==> config.mk <==
export PLATFORM = sky130hd
export DESIGN_NAME = cmpev_top
export DESIGN_NICKNAME = d
export VERILOG_FILES = /design/src/logic/cmpev_pkg.sv /design/src/logic/cmpev_sync_if.sv /design/src/logic/cmpev_top.sv /design/src/logic/cmpev_sync.sv
export SDC_FILE = /design/constraint.sdc
export NUM_CORES = 1
export LEC_CHECK = 0
export BUFFER_PORTS_ARGS = -buffer_cell sky130_fd_sc_hd__buf_2
export CORE_ASPECT_RATIO = 0.75
export CORE_MARGIN = 5
export CORE_UTILIZATION = 25
export DETAILED_ROUTE_END_ITERATION = 12
export PLACE_DENSITY = 0.39
export SLEW_MARGIN = 15
export SYNTH_ARGS = -nofsm -noshare
export SYNTH_HDL_FRONTEND = slang
export SYNTH_SLANG_ARGS = --single-unit
==> constraint.sdc <==
create_clock -name pclk -period 2.3 [get_ports pclk]
set_input_delay 0.115 -clock pclk [delete_from_list [all_inputs] [get_ports pclk]]
set_output_delay 0.115 -clock pclk [all_outputs]
set_load 0.005 [all_outputs]
==> src/logic/cmpev_pkg.sv <==
// Package of constants for the comparator event logic
package cmpev_pkg;

   // ****************************************
   // Register map (byte addresses)
   // ****************************************
   localparam logic [11:0] CMPEV_OFF_RIS = 12'h000;
   localparam logic [11:0] CMPEV_OFF_MIS = 12'h004;
   localparam logic [11:0] CMPEV_OFF_INTEN = 12'h008;
   localparam logic [11:0] CMPEV_OFF_REFCTL = 12'h010;
   localparam logic [11:0] CMPEV_OFF_VALUE = 12'h014;
   localparam logic [11:0] CMPEV_OFF_CFG0 = 12'h020;
   localparam logic [11:0] CMPEV_CFG_STRIDE = 12'h004;

   // ****************************************
   // Per-comparator configuration fields
   // ****************************************
   localparam int CMPEV_TRIG_LSB = 0;
   localparam int CMPEV_ISNS_LSB = 4;
   localparam int CMPEV_SRC_LSB = 8;
   localparam int CMPEV_POL_LSB = 12;

   localparam logic [2:0] ADC_TRIGGER_OFF = 3'h0;
   localparam logic [2:0] ADC_TRIGGER_LEVEL_HIGH = 3'h1;
   localparam logic [2:0] ADC_TRIGGER_LEVEL_LOW = 3'h2;
   localparam logic [2:0] ADC_TRIGGER_FALLING_EDGE = 3'h3;
   localparam logic [2:0] ADC_TRIGGER_RISING_EDGE = 3'h4;
   localparam logic [2:0] ADC_TRIGGER_ANY_EDGE = 3'h5;

   localparam logic [2:0] INT_SENSE_HIGH = 3'h1;
   localparam logic [2:0] INT_SENSE_LOW = 3'h2;
   localparam logic [2:0] INT_SENSE_FALL = 3'h3;
   localparam logic [2:0] INT_SENSE_RISE = 3'h4;
   localparam logic [2:0] INT_SENSE_BOTH = 3'h5;

   localparam logic [1:0] REF_SRC_OWN_PIN = 2'h0;
   localparam logic [1:0] REF_SRC_SHARED_PIN_ZERO = 2'h1;
   localparam logic [1:0] REF_SRC_INTERNAL_LADDER = 2'h2;

   localparam logic [1:0] POL_NORMAL = 2'h0;
   localparam logic [1:0] POL_INVERT = 2'h1;
   localparam logic [1:0] POL_LEGACY_NONE = 2'h2;

   // Reference ladder: code 0 is off, codes 1..29 pick 0 V .. 2.371875 V
   localparam int CMPEV_REF_W = 5;
   localparam logic [4:0] REF_OFF = 5'h00;
   localparam logic [4:0] REF_TOP = 5'h1d;

   localparam logic [15:0] CMPEV_CFG_RESET = 16'h0000;
   localparam int CMPEV_SYNC_STAGES = 3;

endpackage : cmpev_pkg

==> src/logic/cmpev_sync_if.sv <==
// Interface carrying one synchronised comparator output and its edges
`timescale 1ns/1ns
`default_nettype none
interface cmpev_sync_if;
   logic level;
   logic rise;
   logic fall;
   modport src (output level, output rise, output fall);
   modport dst (input level, input rise, input fall);
endinterface : cmpev_sync_if
`default_nettype wire

==> src/logic/cmpev_top.sv <==
// Comparator event logic: APB registers, triggers, interrupt status, pin output
`timescale 1ns/1ns
`default_nettype none
module cmpev_top #(
   parameter int N_CMP = 3
) (
   input wire logic pclk,
   input wire logic presetn,
   input wire logic psel,
   input wire logic penable,
   input wire logic pwrite,
   input wire logic [11:0] paddr,
   input wire logic [31:0] pwdata,
   output logic [31:0] prdata,
   output logic pready,
   output logic pslverr,
   input wire logic [N_CMP-1:0] cmp_result,
   output logic [N_CMP-1:0] cmp_pin_out,
   output logic [N_CMP-1:0] cmp_pin_out_en,
   output logic [N_CMP-1:0] adc_start_trigger,
   output logic [N_CMP-1:0] cmp_irq,
   output logic [2*N_CMP-1:0] ref_src_sel,
   output logic [4:0] ref_ladder_sel,
   output logic ref_ladder_en
);

   // ****************************************
   // State
   // ****************************************
   typedef struct packed {
      logic [N_CMP-1:0][15:0] cfg;
      logic [N_CMP-1:0] ris;
      logic [N_CMP-1:0] inten;
      logic [4:0] ref_code;
      logic [N_CMP-1:0] trig;
      logic [N_CMP-1:0] pin;
      logic [31:0] rdata;
   } cmpev_top_s;

   cmpev_top_s st_r;
   cmpev_top_s st_nxt;

   logic [N_CMP-1:0] lvl;
   logic [N_CMP-1:0] rse;
   logic [N_CMP-1:0] fal;

   // ****************************************
   // Synchronisers
   // ****************************************
   genvar gi;
   generate
      for (gi = 0; gi < N_CMP; gi++) begin : g_sync
         cmpev_sync_if sif ();
         cmpev_sync u_sync (
            .pclk(pclk),
            .presetn(presetn),
            .async_in(cmp_result[gi]),
            .sync(sif.src)
         );
         assign lvl[gi] = sif.level;
         assign rse[gi] = sif.rise;
         assign fal[gi] = sif.fall;
      end
   endgenerate

   // ****************************************
   // Helpers
   // ****************************************
   function automatic logic sel_hit(input logic [2:0] sel, input logic l, input logic r, input logic f);
      logic hit;
      hit = 1'b0;
      case (sel)
         3'h1: hit = l;
         3'h2: hit = ~l;
         3'h3: hit = f;
         3'h4: hit = r;
         3'h5: hit = r | f;
         default: hit = 1'b0;
      endcase
      return hit;
   endfunction : sel_hit

   function automatic logic is_level(input logic [2:0] sel);
      return (sel == cmpev_pkg::INT_SENSE_HIGH) || (sel == cmpev_pkg::INT_SENSE_LOW);
   endfunction : is_level

   // ****************************************
   // APB decode
   // ****************************************
   logic acc;
   logic wr;
   logic known;
   logic cfg_hit;
   logic [11:0] cfg_off;
   int cfg_idx;

   assign acc = psel & penable;
   assign wr = acc & pwrite;
   assign cfg_off = paddr - cmpev_pkg::CMPEV_OFF_CFG0;
   assign cfg_idx = int'(cfg_off[11:2]);
   assign cfg_hit = (paddr >= cmpev_pkg::CMPEV_OFF_CFG0) && (paddr[1:0] == 2'h0) && (cfg_idx < N_CMP);
   always_comb begin
      known = cfg_hit;
      case (paddr)
         cmpev_pkg::CMPEV_OFF_RIS,
         cmpev_pkg::CMPEV_OFF_MIS,
         cmpev_pkg::CMPEV_OFF_INTEN,
         cmpev_pkg::CMPEV_OFF_REFCTL,
         cmpev_pkg::CMPEV_OFF_VALUE: known = 1'b1;
         default: ;
      endcase
   end

   // Zero-wait slave; unmapped addresses answer with an error
   assign pready = 1'b1;
   assign pslverr = acc & ~known;

   // ****************************************
   // Next state
   // ****************************************
   always_comb begin
      logic [2:0] tsel;
      logic [2:0] isel;
      logic [1:0] pol;
      logic hit;
      tsel = '0;
      isel = '0;
      pol = '0;
      hit = 1'b0;
      st_nxt = st_r;
      for (int i = 0; i < N_CMP; i++) begin
         tsel = st_r.cfg[i][cmpev_pkg::CMPEV_TRIG_LSB +: 3];
         isel = st_r.cfg[i][cmpev_pkg::CMPEV_ISNS_LSB +: 3];
         pol = st_r.cfg[i][cmpev_pkg::CMPEV_POL_LSB +: 2];
         // Separate selectors feed separate paths
         st_nxt.trig[i] = sel_hit(tsel, lvl[i], rse[i], fal[i]);
         // Legacy setting falls into the normal branch
         st_nxt.pin[i] = (pol == cmpev_pkg::POL_INVERT) ? ~lvl[i] : lvl[i];
         hit = sel_hit(isel, lvl[i], rse[i], fal[i]);
         if (wr && paddr == cmpev_pkg::CMPEV_OFF_RIS && pwdata[i]) begin
            st_nxt.ris[i] = 1'b0;
         end
         // Set beats clear; a live level re-asserts at once
         if (hit) begin
            st_nxt.ris[i] = 1'b1;
         end
         if (wr && cfg_hit && cfg_idx == i) begin
            st_nxt.cfg[i] = pwdata[15:0];
         end
      end
      if (wr && paddr == cmpev_pkg::CMPEV_OFF_INTEN) begin
         st_nxt.inten = pwdata[N_CMP-1:0];
      end
      if (wr && paddr == cmpev_pkg::CMPEV_OFF_REFCTL) begin
         st_nxt.ref_code = (pwdata[4:0] > cmpev_pkg::REF_TOP) ? cmpev_pkg::REF_TOP : pwdata[4:0];
      end
      st_nxt.rdata = '0;
      if (psel && !penable && !pwrite) begin
         case (paddr)
            cmpev_pkg::CMPEV_OFF_RIS: st_nxt.rdata[N_CMP-1:0] = st_r.ris;
            cmpev_pkg::CMPEV_OFF_MIS: st_nxt.rdata[N_CMP-1:0] = st_r.ris & st_r.inten;
            cmpev_pkg::CMPEV_OFF_INTEN: st_nxt.rdata[N_CMP-1:0] = st_r.inten;
            cmpev_pkg::CMPEV_OFF_REFCTL: st_nxt.rdata[4:0] = st_r.ref_code;
            cmpev_pkg::CMPEV_OFF_VALUE: st_nxt.rdata[N_CMP-1:0] = lvl;
            default: begin
               if (cfg_hit) begin
                  st_nxt.rdata[15:0] = st_r.cfg[cfg_idx];
               end
            end
         endcase
      end else if (acc) begin
         st_nxt.rdata = st_r.rdata;
      end
   end

   always_ff @(posedge pclk or negedge presetn) begin
      if (!presetn) begin
         st_r <= '0;
      end else begin
         st_r <= st_nxt;
      end
   end

   // ****************************************
   // Outputs
   // ****************************************
   assign prdata = st_r.rdata;
   assign adc_start_trigger = st_r.trig;
   assign cmp_pin_out = st_r.pin;
   assign cmp_pin_out_en = {N_CMP{1'b1}};
   // Masking only gates the output; raw stays intact
   assign cmp_irq = st_r.ris & st_r.inten;
   always_comb begin
      for (int i = 0; i < N_CMP; i++) begin
         ref_src_sel[2*i +: 2] = st_r.cfg[i][cmpev_pkg::CMPEV_SRC_LSB +: 2];
      end
   end
   assign ref_ladder_en = (st_r.ref_code != cmpev_pkg::REF_OFF);
   assign ref_ladder_sel = st_r.ref_code - 5'h01;

   // ****************************************
   // Checks
   // ****************************************
   property p_trig_off;
      @(posedge pclk) disable iff (!presetn)
      (st_r.cfg[0][2:0] == cmpev_pkg::ADC_TRIGGER_OFF) && $stable(st_r.cfg[0]) |=> !adc_start_trigger[0];
   endproperty
   a_trig_off: assert property (p_trig_off) else $error("trigger raised while off");

   property p_trig_level;
      @(posedge pclk) disable iff (!presetn)
      (st_r.cfg[1][2:0] == cmpev_pkg::ADC_TRIGGER_LEVEL_HIGH) && lvl[1] |=> adc_start_trigger[1];
   endproperty
   a_trig_level: assert property (p_trig_level) else $error("level trigger missing");

   property p_trig_rise;
      @(posedge pclk) disable iff (!presetn)
      (st_r.cfg[0][2:0] == cmpev_pkg::ADC_TRIGGER_RISING_EDGE) && rse[0] |=> adc_start_trigger[0] ##1
         (!adc_start_trigger[0] || ($past(st_r.cfg[0][2:0]) != cmpev_pkg::ADC_TRIGGER_RISING_EDGE));
   endproperty
   a_trig_rise: assert property (p_trig_rise) else $error("rising trigger not one pulse");

   property p_irq_level;
      @(posedge pclk) disable iff (!presetn)
      (st_r.cfg[1][6:4] == cmpev_pkg::INT_SENSE_HIGH) && lvl[1] |=> st_r.ris[1];
   endproperty
   a_irq_level: assert property (p_irq_level) else $error("level status not held");

   property p_irq_edge;
      @(posedge pclk) disable iff (!presetn)
      (st_r.cfg[0][6:4] == cmpev_pkg::INT_SENSE_FALL) && fal[0] |=> st_r.ris[0];
   endproperty
   a_irq_edge: assert property (p_irq_edge) else $error("edge status not latched");

   property p_pin_pol;
      @(posedge pclk) disable iff (!presetn)
      $stable(st_r.cfg[0]) && $stable(lvl[0]) |->
         cmp_pin_out[0] == (lvl[0] ^ (st_r.cfg[0][13:12] == cmpev_pkg::POL_INVERT));
   endproperty
   a_pin_pol: assert property (p_pin_pol) else $error("pin polarity wrong");

   property p_mask;
      @(posedge pclk) disable iff (!presetn)
      !st_r.inten[0] |-> !cmp_irq[0];
   endproperty
   a_mask: assert property (p_mask) else $error("masked interrupt forwarded");

   property p_clear;
      @(posedge pclk) disable iff (!presetn)
      wr && paddr == cmpev_pkg::CMPEV_OFF_RIS && pwdata[0] && !is_level(st_r.cfg[0][6:4])
         && !rse[0] && !fal[0] |=> !st_r.ris[0];
   endproperty
   a_clear: assert property (p_clear) else $error("clear did not take");

   property p_trig_low;
      @(posedge pclk) disable iff (!presetn)
      (st_r.cfg[2][2:0] == cmpev_pkg::ADC_TRIGGER_LEVEL_LOW) && !lvl[2] |=> adc_start_trigger[2];
   endproperty
   a_trig_low: assert property (p_trig_low) else $error("low level trigger missing");

   property p_trig_fall;
      @(posedge pclk) disable iff (!presetn)
      (st_r.cfg[2][2:0] == cmpev_pkg::ADC_TRIGGER_FALLING_EDGE) && fal[2] |=> adc_start_trigger[2];
   endproperty
   a_trig_fall: assert property (p_trig_fall) else $error("falling trigger missing");

   property p_trig_any;
      @(posedge pclk) disable iff (!presetn)
      (st_r.cfg[2][2:0] == cmpev_pkg::ADC_TRIGGER_ANY_EDGE) && (rse[2] || fal[2]) |=> adc_start_trigger[2];
   endproperty
   a_trig_any: assert property (p_trig_any) else $error("any edge trigger missing");

   property p_irq_no_spurious;
      @(posedge pclk) disable iff (!presetn)
      (st_r.cfg[0][6:4] == cmpev_pkg::INT_SENSE_FALL) && !fal[0] && !st_r.ris[0] |=> !st_r.ris[0];
   endproperty
   a_irq_no_spurious: assert property (p_irq_no_spurious) else $error("status set without edge");

   property p_raw_kept;
      @(posedge pclk) disable iff (!presetn)
      !st_r.inten[0] && st_r.ris[0] && !(wr && paddr == cmpev_pkg::CMPEV_OFF_RIS && pwdata[0]) |=> st_r.ris[0];
   endproperty
   a_raw_kept: assert property (p_raw_kept) else $error("raw status lost while masked");

   property p_level_hold;
      @(posedge pclk) disable iff (!presetn)
      wr && paddr == cmpev_pkg::CMPEV_OFF_RIS && pwdata[1] && (st_r.cfg[1][6:4] == cmpev_pkg::INT_SENSE_HIGH)
         && lvl[1] |=> st_r.ris[1];
   endproperty
   a_level_hold: assert property (p_level_hold) else $error("clear dropped live level status");

endmodule : cmpev_top
`default_nettype wire

==> src/logic/cmpev_sync.sv <==
// Three-stage synchroniser with edge detection for one comparator output
`timescale 1ns/1ns
`default_nettype none
module cmpev_sync (
   input wire logic pclk,
   input wire logic presetn,
   input wire logic async_in,
   cmpev_sync_if.src sync
);
   typedef struct packed {
      logic [2:0] stg;
      logic level;
   } cmpev_sync_s;

   cmpev_sync_s st_r;
   cmpev_sync_s st_nxt;

   always_comb begin
      st_nxt = st_r;
      st_nxt.stg = {st_r.stg[1:0], async_in};
      // Change counts once stages two and three agree
      if (st_r.stg[1] == st_r.stg[2]) begin
         st_nxt.level = st_r.stg[2];
      end
   end

   always_ff @(posedge pclk or negedge presetn) begin
      if (!presetn) begin
         st_r <= '0;
      end else begin
         st_r <= st_nxt;
      end
   end

   assign sync.level = st_r.level;
   assign sync.rise = st_nxt.level & ~st_r.level;
   assign sync.fall = ~st_nxt.level & st_r.level;

   property p_sync_edge;
      @(posedge pclk) disable iff (!presetn)
      sync.rise |=> st_r.level;
   endproperty
   a_sync_edge: assert property (p_sync_edge) else $error("rise not followed by high level");
endmodule : cmpev_sync
`default_nettype wire

### Word level (Yosys, flattened, before mapping)

Index checks and enable logic that the tools add are counted.

* bits in registers: 109
* latch bits: 0
* bits in writable memories: 0
* bits in read-only memories: 0
* input port bits: 52
* output and inout bits: 58
* logic and storage cells: 140
* memories kept: 0

* add/subtract/negate cells: 2
* $mul: 0
* div/mod/pow operators: 0
* magnitude comparators: 4
* eq/ne operators: 43
* shift-type cells: 0
* multiplexer cells: 29
* bitwise gates (word level): 20
* reductions and logical operators: 25

Operators with widths (count)
* 2-to-1 mux 16 bit: 4
* == test 3 x 2 -> 1 bit (second input constant): 12
* == test 3 bit (second input constant): 12
* binary-select mux 16 bit (select 2 bit): 1
* logical NOT 32 bit: 1
* 2-to-1 mux 32 bit: 1
* case mux 1 bit (5 select lines): 6
* == test 12 x 5 -> 1 bit (second input constant): 2
* == test 3 x 1 -> 1 bit (second input constant): 6
* case mux 3 bit (5 select lines): 1
* logical AND 1 bit: 14
* 2-to-1 mux 1 bit: 13
* == test 12 x 3 -> 1 bit (second input constant): 1
* == test 12 x 4 -> 1 bit (second input constant): 1
* greater-or-equal comparator 12 x 6 -> 1 bit (second input constant): 1
* logical NOT 12 bit: 1
* subtractor 12 x 6 -> 12 bit (second input constant): 1
* 2-to-1 mux 11 bit: 1
* == test 10 x 2 -> 1 bit (second input constant): 1
* == test 10 x 3 -> 1 bit (second input constant): 1
* less-than comparator 10 x 2 -> 1 bit (second input constant): 1
* less-than comparator 10 x 3 -> 1 bit (second input constant): 1
* bitwise AND 1 bit: 9
* inverter 1 bit: 7
* other kinds (15): 24

### Longest topological paths before layout

Gate-level depths: netlist of the first run.

* depth after elaboration: 7
* depth in mapped cells: 10
* gate-level depth less buffers: 10

### Cells and area by module

Synthesis of the first run repeated with hierarchy kept, for this count alone.

* cells, all modules: 437
* area, all modules: 4911.0 um2

Modules (own cells, without submodules)
* cmpev_top: instances 1, cells each 416, area each 4524.3 um2, seq. area each 2026.9 um2
* cmpev_sync: instances 3, cells each 7, area each 128.9 um2, seq. area each 100.1 um2

### Least setup slack after synthesis of the first run

No wires, ideal clock.

* path type: input -> register
* start: input paddr[6]
* end: register st_r (netlist bit ref_src_sel[0])
* library setup time: 0.125 ns
* arrival time: 2.075 ns
* data required time: 2.175 ns
* path slack: 0.100 ns
* stages on the path: 7
* buffers on the path: 2
* path through: or3_2 -> xnor2_1 -> a2111o_1 -> or3_1 -> buf_6 -> buf_12 -> mux2_4

* word-level cells in the longest chain between the ends: 5
* elaborated cells on any way between the ends: 8
* classes of those cells: add/sub (1); order compare (2); reduce/logical (5)

Ends and longest elaborated chain
* start, declared: line cmpev_top.sv:12 `input wire logic [11:0] paddr,`
* subtractor 12 x 6 -> 12 bit or greater-or-equal comparator 12 x 6 -> 1 bit (tied branches): line cmpev_top.sv:99, cmpev_top.sv:101
* less-than comparator 10 x 2 -> 1 bit or logical AND 1 bit (tied branches): line cmpev_top.sv:101 `assign cfg_hit = (paddr >= cmpev_pkg::CMPEV_OFF_CFG0) && (paddr[1:0] == 2'h0) && (cfg_idx < N_CMP);`
* logical AND 1 bit: line cmpev_top.sv:101
* logical AND 1 bit: line cmpev_top.sv:147 `if (wr && cfg_hit && cfg_idx == i) begin`
* logical AND 1 bit *: line cmpev_top.sv:147
* end signal, assigned: line cmpev_top.sv:180 `st_r <= st_nxt;`
* end, declared: line cmpev_top.sv:40 `cmpev_top_s st_r;`

Every way passes the cells marked *; elsewhere a longest branch is shown, timed or not.
A chain may end at the register's enable or synchronous reset.

### Worst setup path after layout of the first run

* start: input paddr[5]
* end: register st_r[54] in the netlist's numbering

The elaborated chain is that of the path after synthesis.

==> flow_metrics.env, run 1 <==
export IMPL_status="complete, no violations"
export IMPL_cts_tree="done"
export IMPL_tightest_slew_ns=0.618
export IMPL_place_congestion=0.785
export IMPL_whs_ns=0.0328
export IMPL_worst_endpoint_arrival_ns=2.47
export IMPL_drc_errors=0
export IMPL_ant_nets=0
export IMPL_top_layer_used="met4"
export IMPL_grt_pass1_vias=3586
export IMPL_final_cell_count_no_fill=788
export IMPL_core_sq_um=19400
export IMPL_setup_viol=0
export IMPL_holdCritPathClass="in2reg"
export IMPL_io_pins=110
export IMPL_rsz0062_at_grt="no"
export IMPL_dp_cells=768
export IMPL_dr_pass1_iters=5
export IMPL_power_w=0.00343
export IMPL_fin_crit_sh_pct=97.1
export IMPL_antenna_cells=0
export IMPL_drt_iter0_markers=153
export IMPL_place_ws_ns=-0.425
export IMPL_routed_wl_um=13600
export IMPL_slew_headroom_pct=58.8
export IMPL_clk_path_buf_depth=2
export IMPL_slew_viol_final=0
export IMPL_antenna_found_initial=0
export IMPL_dr_total_vias=3505
export IMPL_post_cts_buffers=0
export IMPL_max_freq_mhz=448
export IMPL_worst_skew_pair_late_latency_ns=0.35
export IMPL_p_per_area_nw_per_um2=594
export IMPL_cpPeakStageDelay_ns=0.62
export IMPL_finClkSkew_ns=0.00495
export IMPL_wl_per_cell_um=17.2
export IMPL_clkTransAtPathRegs_ns=0.07
export IMPL_cts_root_buf="clkbuf_16"
export IMPL_timing_final_crit_period_ns=2.23
export IMPL_overflow=0
export IMPL_cpMaxStageDelayCell="or4b_2"
export IMPL_dieArea_sq_um=22700
export IMPL_cp_data_required_time_ns=2.53
export IMPL_hpwl_um=9840
export IMPL_h_tree_depth=3
export IMPL_drive_above_1_share_pct=32.3
export IMPL_endpoint_kind="register"
export IMPL_vdd_ir_drop_max_mv=0.297
export IMPL_crit_chain="buf_2 -> inv_1 -> ha_1 -> or4b_2 -> a32oi_2 -> a2111o_1 -> or3_4 -> buf_12 -> mux2_2"
export IMPL_synth_seq_cells=93
export IMPL_syn_to_final_growth_pct=17.2
export IMPL_finalSetupTns_ns=0
export IMPL_postSynthCellCount=465
export IMPL_viasPerCell=4.45
export IMPL_maxCapViolCount=0
export IMPL_cts_sinks=93
export IMPL_final_cell_mix="93 x dfrtp_1, 72 x buf_2, 41 x mux2_2"
export IMPL_dr_wl_met2_um=5660
export IMPL_cts_buffers_inserted=9
export IMPL_hold_viol_final=0
export IMPL_grt_start_max_net_pins=50
export IMPL_nets=590
export IMPL_synth_cell_types=53
export IMPL_grt_pass1_wl_um=21600
export IMPL_start_kind="input port"
export IMPL_synth_area_sq_um=4930
export IMPL_p_leak_nw=2.86
export IMPL_worst_slack_ns=0.0664
export IMPL_avgSynthCellArea_sq_um=10.6
export IMPL_yosysSeqAreaShare_pct=47.2
export IMPL_grt_util_all_layers_pct=12.3
export IMPL_io_buffers=73
export IMPL_initial_core_util_pct=25.5
export IMPL_die_width_um=172
export IMPL_fillers=2063
export IMPL_path_class="in2reg"
export IMPL_ys_warn_count=0
export IMPL_crit_path_max_fanout=16
export IMPL_fp_dieH_um=132
export IMPL_met1_length_um=6980
export IMPL_routed_wl_met3_um=789
export IMPL_final_common_cell="dfrtp_1"
export IMPL_rows=44
==> routing by layer <==
| metal | track usage, % | up-vias |
|---|---|---|
| met5 | 0 | - |
| met4 | 2.84 | 0 |
| li1 | - | 1683 |
| met2 | 16.9 | 83 |
| met1 | 19.0 | 1727 |
| met3 | 3.42 | 12 |
==> state kept, by name, indices dropped and copies added (netlist names) <==
name                      flops
st_r                         53
g_sync.u_sync.st_r            3
ref_src_sel                   6
g_sync.u_sync.sync.level      3
prdata                       16
cmp_pin_out                   3
g_sync.u_sync.st_nxt          6
adc_start_trigger             3
==> logic make-up (layout without fill, tap and decap cells) <==
logic type | Yosys count | after routing | synth area share, %
xor+xnor | 7 | 7 | 1.24
mux | 72 | 72 | 16.7
other cells | 2 | 20 | 0.152
flops | 93 | 93 | 47.2
fa+ha+maj | 8 | 8 | 2.03
simple gates | 108 | 108 | 11.1
buf+inv | 87 | 139 | 10.8
compound gates | 88 | 88 | 10.9
==> per-stage QoR <==
stage	util, %	cell area [sq um]
2_1_floorplan	-	5000
5_1_grt	29.8	5780
4_1_cts	29.7	5760
3_3_place_gp	28.0	5430
3_5_place_dp	28.0	5430
6_report	29.8	5780
==> cell usage after synthesis (all sizes together) <==
cell type,number,area [sq um]
nor2b,4,25.0
o21ai,32,160
or2,2,12.5
nand4b,1,8.76
ha,8,100
nor4b,1,15.0
and4bb,1,12.5
buf,53,405
o211ai,4,30.0
a22oi,4,30.0
a31oi,4,25.0
o2111ai,2,17.5
and3b,1,8.76
o22ai,1,6.26
inv,24,90.1
a2bb2oi,1,8.76
clkbuf,10,37.5
and3,1,6.26
a2111o,2,22.5
mux2i,21,210
nor4,1,6.26
xnor2,5,43.8
or4,1,7.51
nor3b,1,7.51
or4b,1,10.0
a221o,2,20.0
a21oi,24,120
a211oi,7,52.6
and2,3,18.8
or3,4,26.3
xor2,2,17.5
nand3,1,5.00
a32oi,1,8.76
nand4,7,43.8
nand2b,7,43.8
nor3,6,41.3
conb,2,7.51
a22o,1,8.76
o32ai,1,8.76
mux2,51,612
nand2,34,128
dfrtp,93,2330
nor2,31,121
o221ai,1,8.76
a21o,1,7.51
==> critical path: cells and delay by family <==
kind / cells / cell delay [ns]
and+or+nand+nor: 2 / 0.81
AOI/OAI and AO/OA: 2 / 0.58
buffers and inverters: 3 / 0.37
muxes: 1 / 0.35
adders and majority gates: 1 / 0.23
==> final cells by class <==
cell class / count / area (sq um) / share of cell area [%]
Sequential cell: 93 / 2330 / 40.3
Multi-Input combinational cell: 303 / 2160 / 37.4
Timing Repair Buffer: 99 / 598 / 10.3
Tap cell: 253 / 317 / 5.48
Clock buffer: 11 / 253 / 4.37
Inverter: 24 / 90.1 / 1.56
Clock inverter: 5 / 32.5 / 0.563
==> final timing paths <==
path,endpoint,slack (ns),start,cells past startpoint
setup / recovery,st_r[54],0.07,paddr[5],9
hold reg to reg,g_sync[2].u_sync.st_nxt[3],0.35,g_sync[2].u_sync.st_nxt[2],0
setup reg to reg,st_r[46],0.41,g_sync[0].u_sync.sync.level,9
max in group asynchronous,prdata[4],1.27,presetn,3
min in group asynchronous,prdata[8],0.32,presetn,2
hold / removal,ref_src_sel[5],0.03,pwdata[9],2
==> repair_timing <==
action	4_1_cts	5_1_grt
endpoints found under the hold margin	47	0
setup endpoints to repair	30	31
resized for setup	0	4
hold buffers	4	0
==> power by group <==
group | internal [W] | switching (W) | leakage [nW]
combinational | 0.000113 | 0.000194 | 1.47
clock | 0.000792 | 0.000650 | 0.146
sequential | 0.00166 | 0.0000221 | 1.24
total | 0.00257 | 0.000867 | 2.86
(Power assumes the default switching activity.)
==> inputs of run 2 (changes only) <==
Settings changed: CELL_PAD_IN_SITES_DETAIL_PLACEMENT from default to 1, CELL_PAD_IN_SITES_GLOBAL_PLACEMENT from default to 1, PLACE_DENSITY 0.39 to 0.48.
==> flow_metrics.env, run 2 (synthesized netlist as in run 1, its figures left out) <==
export IMPL_status="complete, no violations"
export IMPL_nets=595
export IMPL_dr_total_vias=3562
export IMPL_grt_pass1_vias=3871
export IMPL_finClkSkew_ns=0.00688
export IMPL_dpl_instance_area_sq_um=5460
export IMPL_p_per_area_nw_per_um2=610
export IMPL_clk_path_buf_depth=2
export IMPL_worst_skew_pair_late_latency_ns=0.35
export IMPL_routed_wl_um=14300
export IMPL_dieArea_sq_um=22700
export IMPL_worst_endpoint_arrival_ns=2.44
export IMPL_largest_register_ffs=53
export IMPL_core_sq_um=19400
export IMPL_hold_viol_final=0
export IMPL_final_area_sq_um=5830
export IMPL_hpwl_um=10600
export IMPL_cp_data_required_time_ns=2.53
export IMPL_cts_buffers_inserted=9
export IMPL_final_common_cell="dfrtp_1"
export IMPL_rsz0062_at_grt="no"
export IMPL_wl_per_cell_um=18.0
export IMPL_path_class="in2reg"
export IMPL_io_buffers=73
export IMPL_slew_viol_final=0
export IMPL_die_width_um=172
export IMPL_switchingPower_w=0.000897
export IMPL_cpPeakStageDelay_ns=0.49
export IMPL_cts_sinks=93
export IMPL_grt_start_max_net_pins=44
export IMPL_start_kind="input port"
export IMPL_ant_nets=0
export IMPL_switching_share_pct=25.2
export IMPL_fillers=2223
export IMPL_cpMaxStageDelayCell="a2111o_1"
export IMPL_cts_tree="done"
export IMPL_antenna_found_initial=0
export IMPL_drc_errors=0
export IMPL_drive_above_1_share_pct=32.6
export IMPL_fp_dieH_um=132
export IMPL_clkTransAtPathRegs_ns=0.07
export IMPL_p_leak_nw=2.88
export IMPL_io_pins=110
export IMPL_comb_power_share_pct=8.9
export IMPL_grt_pass1_wl_um=22900
export IMPL_overflow=0
export IMPL_p_clk_share_pct=43.7
export IMPL_place_congestion=0.778
export IMPL_holdCritPathClass="in2reg"
export IMPL_rows=44
export IMPL_grt_util_all_layers_pct=13.0
export IMPL_syn_to_final_growth_pct=18.1
export IMPL_crit_chain="buf_2 -> inv_1 -> ha_1 -> and4bb_2 -> nand4_1 -> a2111o_1 -> buf_4 -> nor2_4 -> mux2_2"
export IMPL_h_tree_depth=3
export IMPL_cts_root_buf="clkbuf_16"
export IMPL_vdd_ir_drop_max_mv=0.265
export IMPL_slew_headroom_pct=59.8
export IMPL_p_int_w=0.00266
export IMPL_viasPerCell=4.49
export IMPL_maxCapViolCount=0
export IMPL_antenna_cells=0
export IMPL_initial_core_util_pct=25.5
export IMPL_tightest_slew_ns=0.602
export IMPL_endpoint_kind="register"
export IMPL_dr_pass1_iters=4
export IMPL_final_cell_mix="93 x dfrtp_1, 72 x buf_2, 41 x mux2_2"
export IMPL_fin_crit_sh_pct=95.9
export IMPL_finalSetupTns_ns=0
export IMPL_pwr_share_seq_pct=47.4
export IMPL_max_freq_mhz=454
export IMPL_top_register="st_r"
export IMPL_setup_viol=0
export IMPL_drt_iter0_markers=141
export IMPL_timing_final_crit_period_ns=2.20
export IMPL_crit_path_max_fanout=16
-- run 2: final timing paths --
check / startpoint / endpoint / slack, ns / cells after the start
min reg2reg: g_sync[2].u_sync.st_nxt[2] / g_sync[2].u_sync.st_nxt[3] / 0.35 / 0
max in group asynchronous: presetn / st_r[44] / 1.40 / 3
min in group asynchronous: presetn / prdata[8] / 0.28 / 2
max reg2reg: g_sync[1].u_sync.sync.level / st_r[47] / 0.38 / 9
min: pwdata[8] / ref_src_sel[0] / 0.03 / 2
max: paddr[5] / st_r[92] / 0.1 / 9
-- run 2: timing repair --
| action | CTS | global route |
|---|---|---|
| endpoints found under the setup margin | 30 | 6 |
| pin swaps | 0 | 1 |
| hold buffers | 4 | 0 |
| buffers inserted | 0 | 1 |
| gates resized for setup | 2 | 0 |
| gates cloned | 0 | 0 |
| hold endpoints to repair | 37 | 0 |
-- run 2: area by class of cell --
cell class                 count  area (sq um)  share of cell area [%]
clock buffer                  10           239                    4.10
clock inverter                 6          68.8                    1.18
inverter                      24          90.1                    1.55
multi-input combinational    303          2150                    36.9
sequential                    93          2330                    39.9
tap                          253           317                    5.43
timing repair buffer         104           636                    10.9
-- run 2: through the flow --
stage / total power, W / instances / hold WS, ns / utilization [%] / setup slack (ns)
2_1_floorplan: 0.00189 / 483 / -0.181 / - / 0.0996
3_3_place_gp: 0.00203 / 772 / 0.120 / 28.2 / -0.400
3_5_place_dp: 0.00203 / 772 / 0.127 / 28.2 / -0.454
4_1_cts: 0.00362 / 792 / 0.0137 / 30.0 / 0.0875
5_1_grt: 0.00372 / 793 / 0.0208 / 30.1 / 0.00584
6_report: 0.00356 / 793 / 0.0331 / 30.1 / 0.0954
-- run 2: layer usage --
| metal | global-route usage [%] | up-vias | wire length, um |
|---|---|---|---|
| li1 | - | 1699 | - |
| met1 | 19.3 | 1792 | 7250 |
| met2 | 19.3 | 61 | 6290 |
| met3 | 3.18 | 10 | 590 |
| met4 | 2.58 | 0 | 131 |
| met5 | 0 | - | 0 |
-- run 2: power groups by stage --
stage	sequential, W	combinational, W	clock [W]
after floorplan	0.00171	0.000179	0
after global placement	0.00172	0.000311	0
after detailed placement	0.00172	0.000317	0
after CTS	0.00169	0.000326	0.00161
after global routing	0.00169	0.000362	0.00167
final	0.00169	0.000317	0.00156
-- run 2: critical path: cells and delay by family --
| kind | cells | cell delay (ns) |
|---|---|---|
| adder cells (fa/ha/maj) | 1 | 0.27 |
| AND/OR/NAND/NOR | 3 | 0.77 |
| AO/OA/AOI/OAI | 1 | 0.49 |
| buffers and inverters | 3 | 0.36 |
| multiplexers | 1 | 0.41 |
